$ cat config.mk
export PLATFORM = sky130hd
export DESIGN_NAME = current_channel_gain_and_sampling
export DESIGN_NICKNAME = d
export VERILOG_FILES = /design/src/verilog/gain_pkg.sv /design/src/verilog/sample_rate_div.sv /design/src/verilog/current_channel_gain_and_sampling.sv
export SDC_FILE = /design/constraint.sdc
export NUM_CORES = 1
export LEC_CHECK = 0
export ABC_CLOCK_PERIOD_IN_PS = 3400
export BUFFER_PORTS_ARGS = -buffer_cell sky130_fd_sc_hd__buf_2
export CORE_ASPECT_RATIO = 0.6
export CORE_MARGIN = 1
export CORE_UTILIZATION = 40
export DETAILED_ROUTE_END_ITERATION = 8
export PLACE_DENSITY = 0.66
export SETUP_SLACK_MARGIN = 0.02
export SYNTH_ARGS = -nofsm -noshare
export SYNTH_HDL_FRONTEND = slang
export SYNTH_SLANG_ARGS = --single-unit
$ cat constraint.sdc
create_clock -name hclk -period 3.4 [get_ports hclk]
set_input_delay 0.68 -clock hclk [delete_from_list [all_inputs] [get_ports hclk]]
set_output_delay 0.68 -clock hclk [all_outputs]
set_load 0.02 [all_outputs]
$ cat src/verilog/gain_pkg.sv
// Shared constants and carrier types for the gain and sampling block.
package gain_pkg;

   // --------------------
   // Register byte offsets on the AHB-Lite bus.
   // --------------------
   localparam logic [7:0] OFS_GAIN    = 8'h00; // Analog gain select.
   localparam logic [7:0] OFS_WMODE   = 8'h04; // Waveform mode.
   localparam logic [7:0] OFS_MASK    = 8'h08; // Interrupt mask.
   localparam logic [7:0] OFS_STATUS  = 8'h0C; // Reset-on-read status.
   localparam logic [7:0] OFS_SAMPLE  = 8'h10; // Whole sample word.
   localparam logic [7:0] OFS_BYTE    = 8'h14; // Sample, one byte a read.
   localparam logic [7:0] OFS_INFO    = 8'h18; // Decoded settings.

   // --------------------
   // Field positions and reset values.
   // --------------------
   localparam int CUR_GAIN_LSB  = 0;  // Current amplifier gain, 2 bits.
   localparam int RANGE_LSB     = 3;  // Current full-scale range, 2 bits.
   localparam int VOLT_GAIN_LSB = 5;  // Voltage amplifier gain, 2 bits.
   localparam int INTEG_BIT     = 7;  // Digital integrator enable.
   localparam int PHASE_LSB     = 0;  // Phase select, 2 bits.
   localparam int SOURCE_LSB    = 2;  // Sample source select, 3 bits.
   localparam int RATE_LSB      = 5;  // Sample rate divider, 2 bits.
   localparam int SRDY_BIT      = 0;  // Sample ready flag and enable.
   localparam logic [7:0] GAIN_RESET  = 8'h00;
   localparam logic [7:0] WMODE_RESET = 8'h00;
   localparam logic [2:0] SRC_CURRENT = 3'b000;

   // --------------------
   // Two-bit code meanings and converter limits.
   // --------------------
   localparam logic [1:0] CODE_X1   = 2'b00; // Gain 1 or +-0.5 V.
   localparam logic [1:0] CODE_X2   = 2'b01; // Gain 2 or +-0.25 V.
   localparam logic [1:0] CODE_X4   = 2'b10; // Gain 4 or +-0.125 V.
   localparam logic [23:0] FS_POS   = 24'h28_51EC; // Positive full scale.
   localparam logic [23:0] FS_NEG   = 24'hD7_AE14; // Negative full scale.
   localparam int SAMPLE_BYTES      = 3;  // Bytes per sample word.
   localparam logic [1:0] LAST_BYTE = 2'd2;

   // --------------------
   // Carrier types.
   // --------------------
   // Three converter words, one per phase, index 0 is phase A.
   typedef struct packed
   {
      logic [2:0][23:0] word;
   } phase_words_t;

   // Decoded analog settings, each gain or range field one-hot (x1, x2, x4), plus the integrator bit.
   typedef struct packed
   {
      logic       integ_en;  // Integrator on.
      logic [2:0] volt_gain; // Voltage amplifier gain, one-hot.
      logic [2:0] cur_range; // 0.5 V, 0.25 V, 0.125 V, one-hot.
      logic [2:0] cur_gain;  // Current amplifier gain, one-hot.
   } gain_ctrl_t;

   // Stage of the byte-wise readout.
   typedef enum logic [2:0]
   {
      RD_HIGH = 3'b001,
      RD_MID  = 3'b010,
      RD_LOW  = 3'b100
   } byte_state_t;

endpackage

$ cat src/verilog/sample_rate_div.sv
// Divides the converter word strobe down to the waveform output rate.
`timescale 1ns/1ps
module sample_rate_div
(
   // Clock and reset.
   input  wire logic       hclk,
   input  wire logic       hresetn,
   // Converter strobe and divider setting.
   input  wire logic       tick,
   input  wire logic [1:0] div_sel,
   // One-cycle output strobe.
   output logic            strobe
);

   logic [2:0] cnt_reg;    // Ticks seen since last output strobe.
   logic [2:0] cnt_next;   // Next value of the tick counter.
   logic       strobe_reg; // Registered output strobe.
   logic       strobe_next;
   logic [2:0] last;       // Count that ends a division period.

   // --------------------
   // Next-state logic.
   // --------------------
   // Settings 0..3 divide by 1, 2, 4 and 8 (26.04 down to 3.25 kSPS).
   always_comb
   begin
      last        = 3'((4'd1 << div_sel) - 4'd1);
      cnt_next    = cnt_reg;
      strobe_next = 1'b0;
      if (tick)
      begin
         if (cnt_reg >= last)
         begin
            // A shorter divider set mid-period still ends the period.
            cnt_next    = 3'd0;
            strobe_next = 1'b1;
         end
         else
         begin
            cnt_next = cnt_reg + 3'd1;
         end
      end
   end

   // Registers only.
   always_ff @(posedge hclk or negedge hresetn)
   begin
      if (!hresetn)
      begin
         cnt_reg    <= 3'd0;
         strobe_reg <= 1'b0;
      end
      else
      begin
         cnt_reg    <= cnt_next;
         strobe_reg <= strobe_next;
      end
   end

   assign strobe = strobe_reg;

endmodule

$ cat src/verilog/current_channel_gain_and_sampling.sv
// Gain configuration and current waveform capture with AHB-Lite registers.
//
// Local design decisions: the register offsets and register access over AHB-Lite.
`timescale 1ns/1ps

// How it works
// (RL1) Gain bits 1:0 pick current gain
// (RL2) Gain bits 4:3 scale current reference range
// (RL3) Gain bits 6:5 pick voltage gain
// (RL4) Gain bit 7 enables digital integrator
// (RL5) One gain setting serves all phases
// (RL6) Samples are signed 24-bit, 26 kSPS max
// (RL7) Full scale spans 0xD7AE14 to 0x2851EC
// (RL8) Source 000 routes current samples out
// (RL9) Phase select field picks sampled phase
// (RL10) Energy feed never pauses while sampling
// (RL11) Rate divider bits 6:5 set rate
// (RL12) Enabled sample ready pulls interrupt low
// (RL13) Interrupt held until status is read; a one written to status or a cleared mask also releases it
// (RL14) Samples read as three bytes, MSB first
// (RL15) Interrupt pin is active-low open drain
// (RL16) Integrator off after reset
// (RL17) Codes 00/01/10 give x1/x2/x4, 11 reserved
module current_channel_gain_and_sampling
(
   // Clock and reset.
   input  wire logic                  hclk,
   input  wire logic                  hresetn,
   // AHB-Lite slave.
   input  wire logic                  hsel,
   input  wire logic [31:0]           haddr,
   input  wire logic [1:0]            htrans,
   input  wire logic                  hwrite,
   input  wire logic [2:0]            hsize,
   input  wire logic [31:0]           hwdata,
   input  wire logic                  hready,
   output logic [31:0]                hrdata,
   output logic                       hreadyout,
   output logic                       hresp,
   // Converter words from the three current inputs.
   input  wire logic                  adc_valid,
   input  wire gain_pkg::phase_words_t adc_words,
   // Energy datapath feed.
   output logic                       energy_valid,
   output gain_pkg::phase_words_t     energy_words,
   // Analog front-end settings.
   output gain_pkg::gain_ctrl_t       gain_ctrl,
   // Interrupt request pin, open drain.
   output logic                       irq_n_o,
   output logic                       irq_n_oe
);

   // --------------------
   // Declarations.
   // --------------------
   logic [7:0]  gain_reg;       // Analog gain select register.
   logic [7:0]  gain_next;
   logic [7:0]  wmode_reg;      // Waveform mode register.
   logic [7:0]  wmode_next;
   logic        mask_reg;       // Sample ready interrupt enable.
   logic        mask_next;
   logic        status_reg;     // Sticky sample ready flag.
   logic        status_next;
   logic [23:0] sample_reg;     // Waveform sample register.
   logic [23:0] sample_next;
   gain_pkg::byte_state_t byte_reg;  // Next byte handed out.
   gain_pkg::byte_state_t byte_next;
   gain_pkg::gain_ctrl_t  ctrl_reg;  // Decoded front-end settings.
   gain_pkg::gain_ctrl_t  ctrl_next;
   logic        reserved_reg;   // A reserved two-bit code is in use.
   logic        reserved_next;
   logic        irq_oe_reg;     // Pin pulled low while set.
   logic        irq_oe_next;
   logic        ev_valid_reg;   // Energy feed strobe.
   gain_pkg::phase_words_t ev_words_reg; // Energy feed words.
   // Bus pipeline state.
   logic        wr_pend_reg;    // Write data phase pending.
   logic        wr_pend_next;
   logic [7:0]  wr_addr_reg;    // Byte offset of that write.
   logic [7:0]  wr_addr_next;
   logic [31:0] rdata_reg;      // Read data for the data phase.
   logic [31:0] rdata_next;
   // Address phase decode.
   logic        access;         // Valid transfer taken this edge.
   logic        rd_acc;         // Read taken this edge.
   logic [7:0]  ofs;            // Byte offset within the block.
   // Sampling datapath.
   logic        rate_strobe;    // Output rate strobe from divider.
   logic        capture;        // New waveform sample this cycle.
   logic [23:0] picked;         // Word of the selected phase.
   logic [23:0] limited;        // Word held inside full scale.
   logic        wr_status;      // Write to the status register.
   logic        rd_status;      // Read of the status register.
   logic        rd_byte;        // Read of the byte readout register.

   // --------------------
   // Output rate divider.
   // --------------------
   // Divides the converter strobe by 1, 2, 4 or 8.
   sample_rate_div u_rate
   (
      .hclk    (hclk),
      .hresetn (hresetn),
      .tick    (adc_valid),
      .div_sel (wmode_reg[gain_pkg::RATE_LSB +: 2]), // [RL11]
      .strobe  (rate_strobe)
   );

   // --------------------
   // Bus decode.
   // --------------------
   // Only NONSEQ and SEQ with hready high start a transfer.
   assign access    = hsel & hready & htrans[1];
   assign rd_acc    = access & ~hwrite;
   assign ofs       = haddr[7:0];
   assign rd_status = rd_acc & (ofs == gain_pkg::OFS_STATUS);
   assign rd_byte   = rd_acc & (ofs == gain_pkg::OFS_BYTE);
   assign wr_status = wr_pend_reg & (wr_addr_reg == gain_pkg::OFS_STATUS);

   // Bus pipeline: writes land in the data phase, reads are fetched at
   // the address edge so the slave never needs a wait state.
   always_comb
   begin
      wr_pend_next = access & hwrite;
      wr_addr_next = access ? ofs : wr_addr_reg;
      rdata_next   = rdata_reg;
      if (rd_acc)
      begin
         case (ofs)
            gain_pkg::OFS_GAIN:   rdata_next = {24'h00_0000, gain_reg};
            gain_pkg::OFS_WMODE:  rdata_next = {24'h00_0000, wmode_reg};
            gain_pkg::OFS_MASK:   rdata_next = {31'h0, mask_reg};
            gain_pkg::OFS_STATUS: rdata_next = {31'h0, status_reg};
            // Sign extended into the top byte.
            gain_pkg::OFS_SAMPLE: rdata_next = {{8{sample_reg[23]}},
                                                sample_reg}; // [RL6]
            gain_pkg::OFS_BYTE:
            begin
               // Most significant byte first. [RL14]
               case (byte_reg)
                  gain_pkg::RD_HIGH:
                     rdata_next = {24'h00_0000, sample_reg[23:16]};
                  gain_pkg::RD_MID:
                     rdata_next = {24'h00_0000, sample_reg[15:8]};
                  gain_pkg::RD_LOW:
                     rdata_next = {24'h00_0000, sample_reg[7:0]};
                  default:
                     rdata_next = 32'h0000_0000;
               endcase
            end
            gain_pkg::OFS_INFO:
               rdata_next = {21'h0, reserved_reg, ctrl_reg};
            // Unmapped offsets read as zero.
            default:              rdata_next = 32'h0000_0000;
         endcase
      end
   end

   always_ff @(posedge hclk or negedge hresetn)
   begin
      if (!hresetn)
      begin
         wr_pend_reg <= 1'b0;
         wr_addr_reg <= 8'h00;
         rdata_reg   <= 32'h0000_0000;
      end
      else
      begin
         wr_pend_reg <= wr_pend_next;
         wr_addr_reg <= wr_addr_next;
         rdata_reg   <= rdata_next;
      end
   end

   // --------------------
   // Configuration registers and decoded settings.
   // --------------------
   // Writes take the low byte of hwdata in the data phase.
   always_comb
   begin
      gain_next  = gain_reg;
      wmode_next = wmode_reg;
      mask_next  = mask_reg;
      if (wr_pend_reg)
      begin
         case (wr_addr_reg)
            gain_pkg::OFS_GAIN:  gain_next  = hwdata[7:0];
            gain_pkg::OFS_WMODE: wmode_next = hwdata[7:0];
            gain_pkg::OFS_MASK:  mask_next  = hwdata[gain_pkg::SRDY_BIT];
            default:             gain_next  = gain_reg;
         endcase
      end
   end

   // Decode one two-bit code into one-hot x1/x2/x4; 11 stays at x1 so a
   // reserved value can never request an unbuilt setting.
   function automatic logic [2:0] onehot(input logic [1:0] code);
      case (code)
         gain_pkg::CODE_X1: onehot = 3'b001; // [RL17]
         gain_pkg::CODE_X2: onehot = 3'b010; // [RL17]
         gain_pkg::CODE_X4: onehot = 3'b100; // [RL17]
         default:           onehot = 3'b001;
      endcase
   endfunction

   // The settings are decoded from the next value so that they follow a
   // write on the same edge as the register itself.
   always_comb
   begin
      // One gain field drives every phase of a channel. [RL5]
      ctrl_next.cur_gain  =
         onehot(gain_next[gain_pkg::CUR_GAIN_LSB +: 2]);  // [RL1]
      ctrl_next.cur_range =
         onehot(gain_next[gain_pkg::RANGE_LSB +: 2]);     // [RL2]
      ctrl_next.volt_gain =
         onehot(gain_next[gain_pkg::VOLT_GAIN_LSB +: 2]); // [RL3]
      ctrl_next.integ_en  = gain_next[gain_pkg::INTEG_BIT]; // [RL4]
      reserved_next =
         (&gain_next[gain_pkg::CUR_GAIN_LSB +: 2]) |
         (&gain_next[gain_pkg::RANGE_LSB +: 2]) |
         (&gain_next[gain_pkg::VOLT_GAIN_LSB +: 2]); // [RL17]
   end

   always_ff @(posedge hclk or negedge hresetn)
   begin
      if (!hresetn)
      begin
         // Integrator bit clear, so the integrator starts off. [RL16]
         gain_reg     <= gain_pkg::GAIN_RESET;
         wmode_reg    <= gain_pkg::WMODE_RESET;
         mask_reg     <= 1'b0;
         ctrl_reg     <= '{integ_en: 1'b0, volt_gain: 3'b001,
                           cur_range: 3'b001, cur_gain: 3'b001};
         reserved_reg <= 1'b0;
      end
      else
      begin
         gain_reg     <= gain_next;
         wmode_reg    <= wmode_next;
         mask_reg     <= mask_next;
         ctrl_reg     <= ctrl_next;
         reserved_reg <= reserved_next;
      end
   end

   // --------------------
   // Waveform capture.
   // --------------------
   // Phase 11 has no input behind it and falls back to phase C.
   assign picked = (wmode_reg[gain_pkg::PHASE_LSB +: 2] == 2'd3) ?
                   adc_words.word[2] :
                   adc_words.word[wmode_reg[gain_pkg::PHASE_LSB +: 2]];
   // [RL9]

   // Keep the word inside the converter's full-scale swing.
   assign limited =
      ($signed(picked) > $signed(gain_pkg::FS_POS)) ? gain_pkg::FS_POS :
      ($signed(picked) < $signed(gain_pkg::FS_NEG)) ? gain_pkg::FS_NEG :
      picked; // [RL7]

   // Only the current source code produces samples here. [RL8]
   assign capture = rate_strobe &
      (wmode_reg[gain_pkg::SOURCE_LSB +: 3] == gain_pkg::SRC_CURRENT);

   // A new sample restarts the byte readout at the top byte; otherwise
   // each byte read steps on and wraps after the low byte.
   always_comb
   begin
      sample_next = sample_reg;
      byte_next   = byte_reg;
      if (capture)
      begin
         sample_next = limited; // [RL6]
         byte_next   = gain_pkg::RD_HIGH; // [RL14]
      end
      else if (rd_byte)
      begin
         case (byte_reg)
            gain_pkg::RD_HIGH: byte_next = gain_pkg::RD_MID;  // [RL14]
            gain_pkg::RD_MID:  byte_next = gain_pkg::RD_LOW;  // [RL14]
            gain_pkg::RD_LOW:  byte_next = gain_pkg::RD_HIGH; // [RL14]
            default:           byte_next = gain_pkg::RD_HIGH;
         endcase
      end
   end

   always_ff @(posedge hclk or negedge hresetn)
   begin
      if (!hresetn)
      begin
         sample_reg <= 24'h00_0000;
         byte_reg   <= gain_pkg::RD_HIGH;
      end
      else
      begin
         sample_reg <= sample_next;
         byte_reg   <= byte_next;
      end
   end

   // --------------------
   // Energy feed.
   // --------------------
   // Every converter word goes on to the energy path whatever the
   // waveform settings are, so sampling never stalls accumulation.
   always_ff @(posedge hclk or negedge hresetn)
   begin
      if (!hresetn)
      begin
         ev_valid_reg <= 1'b0;
         ev_words_reg <= '0;
      end
      else
      begin
         ev_valid_reg <= adc_valid; // [RL10]
         ev_words_reg <= adc_valid ? adc_words : ev_words_reg; // [RL10]
      end
   end

   // --------------------
   // Interrupt.
   // --------------------
   // The flag is cleared by reading status or writing a one to it; a
   // sample in the same cycle wins over either clear.
   always_comb
   begin
      status_next = status_reg;
      if (rd_status)
      begin
         status_next = 1'b0; // [RL13]
      end
      if (wr_status & hwdata[gain_pkg::SRDY_BIT])
      begin
         status_next = 1'b0;
      end
      if (capture)
      begin
         status_next = 1'b1; // [RL12]
      end
      // The pin is pulled low while an enabled flag stands. [RL12]
      irq_oe_next = status_next & mask_next; // [RL13]
   end

   always_ff @(posedge hclk or negedge hresetn)
   begin
      if (!hresetn)
      begin
         status_reg <= 1'b0;
         irq_oe_reg <= 1'b0;
      end
      else
      begin
         status_reg <= status_next;
         irq_oe_reg <= irq_oe_next;
      end
   end

   // --------------------
   // Outputs.
   // --------------------
   assign hrdata       = rdata_reg;
   assign hreadyout    = 1'b1;
   assign hresp        = 1'b0;
   assign gain_ctrl    = ctrl_reg;
   assign energy_valid = ev_valid_reg;
   assign energy_words = ev_words_reg;
   // Open drain: the pin only ever drives low. [RL15]
   assign irq_n_o      = 1'b0;
   assign irq_n_oe     = irq_oe_reg; // [RL15]

endmodule

Yosys cells after proc, flatten, opt, wreduce, memory -nomap -nowiden --
Index checks and enable logic that the tools add are counted.
Cells by class: magnitude comparators 4, equal/unequal tests 19, add/subtract/negate cells 2, mux-type cells 23, shift operators 1, reduce and logical (&&, ||, !) cells 9, bitwise logic cells 13
Operators with widths (count):
- $pmux 32 s7 | 1
- $mux 24 | 4
- $bmux 24 s2 | 1
- $eq 8x4->1 const B | 4
- $eq 8x5->1 const B | 3
- $gt 24x23->1 const B | 1
- $lt 24x23->1 const B | 1
- $pmux 3 s2 | 4
- $pmux 8 s3 | 1
- $eq 8x3->1 const B | 2
- $logic_not 8->1 | 2
- $mux 8 | 2
- $and 1x1->1 | 10
- $reduce_and 2->1 | 5
- $mux 3 | 3
- $eq 2x2->1 const B | 4
- $mux 1 | 7
- $eq 2x1->1 const B | 3
- $add 3x1->3 const B | 1
- $eq 3x1->1 const B | 1
- $eq 3x2->1 const B | 1
- $eq 3x3->1 const B | 1
- $ge 3x3->1 | 1
- $logic_not 3->1 | 1
- other kinds (6) | 7
Word-level totals: word-level logic and storage cells 93, bits in registers 175

Logic depth before layout (Yosys ltp) --
Gate-level depths: netlist of run 1.
word-level depth 8, mapped depth 14, mapped depth without buffers 11

By module --
From an unflattened synthesis of run 1, not the netlist that was laid out.
Unflattened totals: cell total of the unflattened synthesis 635, area total of the unflattened synthesis 7677.4 um^2
By module, submodules not included:
- current_channel_gain_and_sampling | cells each 609, area an instance 7429.6 um^2, times used 1, seq. area each 4058.9 um^2
- sample_rate_div | cells each 26, area an instance 247.7 um^2, times used 1, seq. area each 100.1 um^2

Worst setup path before layout of run 1 --
Ideal clock, no wire load.
path type reg2reg, start point register wmode_reg[0], end point register sample_reg[12], setup time 0.121 ns, buffers on the path 3, arrival 2.487 ns, clock period less this slack 2.609 ns, stages on the path, launching flop included 14, path slack 0.791 ns, cell sequence dfrtp_1 buf_6 buf_8 mux2_2 mux2i_1 a21oi_1 nor2_1 o41ai_1 a21o_1 a21oi_1 ha_1 clkbuf_1 o21ai_0 o22a_1
Between the ends: longest elaborated chain between the ends 6, elaborated cells on any way between the ends 8, classes of those cells order compare: 2; eq/ne: 1; mux: 5
Ends and longest elaborated chain:
- from (decl) | RTL line current_channel_gain_and_sampling.sv:58 | logic [7:0] wmode_reg;
- from (signal assigned) | RTL line current_channel_gain_and_sampling.sv:230 | wmode_reg <= gain_pkg::WMODE_RESET;
- from (signal assigned) | RTL line current_channel_gain_and_sampling.sv:239 | wmode_reg <= wmode_next;
- $bmux 24 s2 | RTL line current_channel_gain_and_sampling.sv:252 | adc_words.word[wmode_reg[gain_pkg::PHASE_LSB +: 2]];
- $mux 24 (not written as such) | RTL line current_channel_gain_and_sampling.sv:252
- $mux 24 (*) | RTL line current_channel_gain_and_sampling.sv:250 | assign picked = (wmode_reg[gain_pkg::PHASE_LSB +: 2] == 2'd3) ?
- $lt 24x23->1 | RTL line current_channel_gain_and_sampling.sv:258 | ($signed(picked) < $signed(gain_pkg::FS_NEG)) ? gain_pkg::FS_NEG :
- $mux 24 | RTL line current_channel_gain_and_sampling.sv:258
- $mux 24 (*) | RTL line current_channel_gain_and_sampling.sv:257 | ($signed(picked) > $signed(gain_pkg::FS_POS)) ? gain_pkg::FS_POS :
- to (signal assigned) | RTL line current_channel_gain_and_sampling.sv:296 | sample_reg <= sample_next;
- to (decl) | RTL line current_channel_gain_and_sampling.sv:64 | logic [23:0] sample_reg;
Mark *: on every way between the ends. The rest lies on a longest branch, timed or not. The select of a mux whose other input is x is not followed. A chain may end at the register's enable or synchronous reset.

Worst setup path after layout of run 1 --
start point register wmode_reg[0], end point register sample_reg[2]
The elaborated chain is that of the path after synthesis.

==> impl_metrics.yaml, run 1 <==
status:
  status: "finished clean"
critical_path:
  arrival_ns: 3.33
  critPathLaunchType: "register"
  r2r_cells: 11
  endpoint_kind: "register"
  required_ns: 3.72
  critPathKind: "register to register"
  crit_fanout: 22
cts:
  htreeDepth: 4
  clock_path_buffers: 2
  clock_latency_ns: 0.43
  cts_buffers: 17
  cts_tree: "built"
  clock-sinks: 166
  postCtsSetupBuffers: 0
  root_buffer: "clkbuf_16"
  clk_pin_slew_ns: 0.07
synthesis:
  synth_adder_area_share_pct: 2.25
  muxShareOfSynthArea_pct: 19.0
  netlist-cell-type-count: 51
  synth_compound_area_share_pct: 11.5
  synth_ff_type: "dfrtp_1"
  synthArstFlopShare_pct: 100
  synth_edf_count: 0
  synth_top_family_by_area: "multiplexers"
  synth_seq_area_share_pct: 53.4
  syn_inst: 682
  syn_area_per_cell_um2: 11.4
  synth-xor-area-share_pct: 0
  ys_ff_latch: 166
  netlist_area_um2: 7780
  yosys_warnings: 0
  synth_simple_gate_area_share_pct: 9.39
timing:
  rsz0062_at_grt: "no"
  tns_ns: 0
  finalSetupViolCount: 0
  worst_pin_slew_ns: 0.977
  post-route-period-util_pct: 88.5
  fin_crit_ns: 3.01
  hold_viol_final: 0
  fin_ws_ns: 0.390
  maxSlewViolCount: 0
  hold_ws_ns: 0.250
  timing.slew.headroom_pct: 34.8
  skew_ns: 0.00878
  fmax_mhz: 332
floorplan:
  start_util_pct: 40.9
  core.rowCount: 39
  die_h_um: 110
  pin_count: 266
  die_w_um: 182
  die_area_um2: 20000
  core_um2: 19000
placed_design:
  post-place-cells: 1105
  dpl_worst_slack_ns: 0.140
  gp_congestion: 0.856
  dpl.hpwl_mm: 14.8
  dpl_cell_area_um2: 9050
  io_buffers: 210
global_route:
  gr-usage-all-layers_pct: 20.2
  grt_pass1_vias: 5699
  overflow: 0
  grt_pass1_wl_mm: 30.9
  grt_max_degree: 81
  antenna_found_initial: 0
finish:
  num-nets-final: 1039
  largest_reg_flops: 72
  nFillCells: 1763
  syn2layout_area_growth_pct: 23.3
  final_util_pct: 50.4
  stdcell_area_um2: 9600
  drive_gt1_share_pct: 42.5
  final_cells: 1137
  antenna_cells: 0
power:
  cellPowerDensity_nw_per_um2: 559
  p_total_mw: 5.36
  p_leak_nw: 4.57
  ir_worst_vdd_mv: 0.381
route:
  routed_wl_mm: 19.9
  postRouteAntennaNets: 0
  routedWlPerCell_um: 17.5
  drt_pre_antenna_iters: 5
  vias: 5968
  viasPerCell: 5.25
  first_iter_violations: 364
  drc: 0
job:
  drv_cap: 0
min_path:
  hold_class: "primary input to asynchronous set/reset pin"
[worst paths after layout]
check                             start  slack (ns)               end
hold / removal                  hresetn        0.25        hrdata[30]
min in group hclk            hrdata[15]        0.47        hrdata[15]
setup / recovery           wmode_reg[0]        0.39     sample_reg[2]
hold reg to reg              hrdata[15]        0.47        hrdata[15]
max in group asynchronous       hresetn        2.40  energy_words[46]
setup reg to reg           wmode_reg[0]        0.39     sample_reg[2]
[power breakdown]
group	switching (mW)	internal, mW	total (mW)
sequential	0.282	2.28	2.56
clock	0.830	0.964	1.79
combinational	0.566	0.445	1.01
[final cells by class]
class | count | area, um2 | share of cell area [%]
sequential | 166 | 4160 | 43.4
clock inverter | 12 | 97.6 | 1.02
clock buffer | 20 | 447 | 4.65
timing repair buffer | 227 | 1220 | 12.8
tap | 246 | 308 | 3.21
inverter | 13 | 48.8 | 0.508
multi-input combinational | 453 | 3310 | 34.5
[per-layer routing]
| metal | share of wire [%] | track usage (%) | up-vias |
|---|---|---|---|
| li1 | - | - | 2821 |
| met1 | 52 | 31.1 | 2937 |
| met2 | 41 | 28.3 | 196 |
| met3 | 6.0 | 5.42 | 14 |
| met4 | 0.60 | 3.72 | 0 |
| met5 | 0 | 0 | - |
[cell usage after synthesis (4+ instances only)]
cell type  instances  share of area, %
ha_1              14               2.3
nor3_1             6              0.39
nor4_1             5              0.40
mux2_2           104                15
nand3_1           10              0.64
mux2i_1           31               4.0
nand4_1            5              0.40
dfstp_2            4               1.4
inv_1             13              0.63
clkbuf_1          30               1.4
nor2b_1            7              0.56
nand2_1           86               4.1
buf_4             13               1.3
o21ai_0           70               4.5
nor2_1            19              0.92
o22a_1            10               1.1
dfrtp_1          162                52
a22oi_1           25               2.4
a21oi_1           18               1.2
nand2b_1           4              0.32
buf_6              4              0.58
[repair_timing]
item                                    in CTS  in global routing
hold buffers                                 0                  0
endpoints found under the hold margin        0                  0
endpoints found under the setup margin       0                 23
gates resized for setup                      0                  2
[placed cells by master (no fill, tap or decap), drive strengths merged, types with 3 or more instances in the layout]
cell	n
buf	227
dfrtp	162
mux2	104
nand2	86
o21ai	71
mux2i	31
a22oi	25
clkbuf	20
nor2	19
a21oi	18
inv	16
ha	14
nand3	10
o22a	10
nor2b	7
nor3	7
nor4	6
clkinv	6
nand4	5
o31ai	5
nand2b	4
dfstp	4
or2	3
conb	3
clkinvlp	3
[critical path, cell delays in order (launching register included)]
cell and delay, ns:
dfrtp_2 0.53, mux2_2 0.37, mux2i_1 0.35, nand4_1 0.16, nor2_1 0.17, o41ai_1 0.12
a21o_1 0.22, a21oi_1 0.14, ha_2 0.40, nor2_1 0.19, nand2_1 0.08, o22a_1 0.15
[cells by family (layout without fill, tap and decap cells)]
kind of cell             count (synthesis)  after routing
flip-flops                             166            166
AND/OR/NAND/NOR                        158            158
AO/OA/AOI/OAI                          143            143
multiplexers                           135            135
buffers and inverters                   64            272
adder cells (fa/ha/maj)                 14             14
other                                    2              3
Power figures use the tool's default switching activity.
==> run 2, diff against run 1 <==
Settings changed: CELL_PAD_IN_SITES_DETAIL_PLACEMENT set to 1, CELL_PAD_IN_SITES_GLOBAL_PLACEMENT set to 2, CORE_UTILIZATION 40 to 31, PLACE_DENSITY 0.66 to unset, PLACE_DENSITY_LB_ADDON set to 0.1, SKIP_CTS_REPAIR_TIMING set to 1.
==> run 2 against run 1 <==
  * The run now ends with DRC left
  * Clock skew hardly changed
  * Via count is 0.23% higher
  * Non-clock buffer count is 3 lower
  * Register-to-register slack worse by 0.06 ns
  * Sequential power hardly changed
  * Die area is 29% higher
  * Sequential share of layout area is 0.52 points lower
  * Cell count is 6.4% higher
  * Sequential cell count stayed put
  * Cell area is 1.2% higher
  * Maximum frequency is 1.8% lower
==> impl_metrics.yaml, run 2 (same netlist as run 1, synthesis figures left out) <==
route:
  first_iter_violations: 236
  vias: 5982
  postRouteAntennaNets: 0
  drc: 9
  routed_wl_mm: 23.8
  drt_pre_antenna_iters: 6
  viasPerCell: 4.94
  routedWlPerCell_um: 19.7
finish:
  largest_reg_flops: 72
  final_cell_mix: "buf_2, dfrtp_1, mux2_2, nand2_1, o21ai_0"
  syn2layout_area_growth_pct: 24.8
  nFillCells: 2700
  num-nets-final: 1036
  drive_gt1_share_pct: 42.2
  antenna_cells: 0
  mostFrequentLayoutCell: "buf_2"
floorplan:
  core.rowCount: 44
  core_um2: 24400
  die_h_um: 125
  start_util_pct: 31.9
  pin_count: 266
  die_area_um2: 25800
  die_w_um: 207
global_route:
  grt_pass1_wl_mm: 37.3
  grt_max_degree: 81
  grt_pass1_vias: 6450
  antenna_found_initial: 0
  overflow: 0
  gr-usage-all-layers_pct: 19.2
critical_path:
  worstPathCellList: "buf_12 > mux2_2 > mux2i_1 > nand4_1 > nor2_1 > o41ai_1 > a21o_1 > a21oi_1 > ha_1 > buf_12 > nor2_1 > nand2_1 > o22a_1"
  r2r-end: "sample_reg[2]"
  arrival_ns: 3.39
  reg2reg_slack_ns: 0.33
  cp_top_family: "multiplexers"
  regToRegStartpoint: "wmode_reg[0]"
  slowest_delay_ns: 0.40
  slowest_stage: "dfrtp_1"
  crit_buf_inv: 2
  required_ns: 3.72
  r2r_cells: 13
  crit_fanout: 25
  critPathKind: "register to register"
  critPathLaunchType: "register"
  endpoint_kind: "register"
timing:
  finalSetupViolCount: 0
  post-route-period-util_pct: 90.2
  timing.slew.headroom_pct: 32.4
  worst_pin_slew_ns: 1.01
  hold_viol_final: 0
  maxSlewViolCount: 0
  fmax_mhz: 326
  skew_ns: 0.00902
  fin_crit_ns: 3.07
  tns_ns: 0
  fin_ws_ns: 0.335
  hold_ws_ns: 0.193
  rsz0062_at_grt: "no"
cts:
  cts_tree: "built"
  clk_pin_slew_ns: 0.07
  clock-sinks: 166
  cts_buffers: 17
  htreeDepth: 4
  clock_latency_ns: 0.43
  clock_path_buffers: 2
  root_buffer: "clkbuf_16"
status:
  status: "finished with violations"
  violations: "DRC"
power:
  cellPowerDensity_nw_per_um2: 568
  ir_worst_vdd_mv: 0.317
  p_leak_nw: 4.57
  p_total_mw: 5.52
min_path:
  hold_class: "primary input to asynchronous set/reset pin"
placed_design:
  dpl_worst_slack_ns: 0.282
  io_buffers: 210
  dpl.hpwl_mm: 18.1
  gp_congestion: 0.823
job:
  drv_cap: 0
## run 2: cell types whose count changed in the layout (fill, tap and decap cells not counted), sizes merged
| cell | previous run | this run |
|---|---|---|
| inv | 16 | 13 |
| clkinvlp | 3 | 2 |
| clkinv | 6 | 4 |
| buf | 227 | 224 |
| clkbuf | 20 | 25 |
| bufinv | 0 | 1 |
## run 2: worst max path at each step
stage	startpoint	end	cells after the start
after detailed placement	adc_words[8]	sample_reg[18]	8
after global routing	wmode_reg[0]	sample_reg[0]	13
after floorplan	wmode_reg[0]	sample_reg[12]	13
after CTS	wmode_reg[0]	sample_reg[2]	13
final	wmode_reg[0]	sample_reg[2]	13
after global placement	adc_words[29]	sample_reg[2]	13
## run 2: per-layer routing
layer	up-vias	GRT usage [%]	wire [um]
met4	0	4.24	165
met1	3045	28.0	11700
met3	10	4.26	1130
met5	-	0	0
met2	129	28.8	10800
li1	2798	-	-
## run 2: through the flow
stage               cell area [um2]  cells  util [%]
finish                         9710   1210      39.8
floorplan                      7790    683         -
detailed placement             9120   1178      37.4
CTS                            9700   1210      39.8
global route                   9710   1210      39.8
global placement               9120   1178      37.4
## run 2: final cells by class
class	count	area [um2]	area share [%]
Clock buffer	25	505	5.21
Clock inverter	7	68.8	0.709
Inverter	13	48.8	0.503
Multi-Input combinational cell	453	3320	34.2
Sequential cell	166	4160	42.8
Tap cell	322	403	4.15
Timing Repair Buffer	224	1200	12.4
## run 2: where the power goes
part           internal [mW]  switching (mW)  leakage, nW
Combinational          0.450           0.598         2.26
Sequential              2.28           0.285         2.04
Clock                   1.10           0.807        0.279
Total                   3.83            1.69         4.57
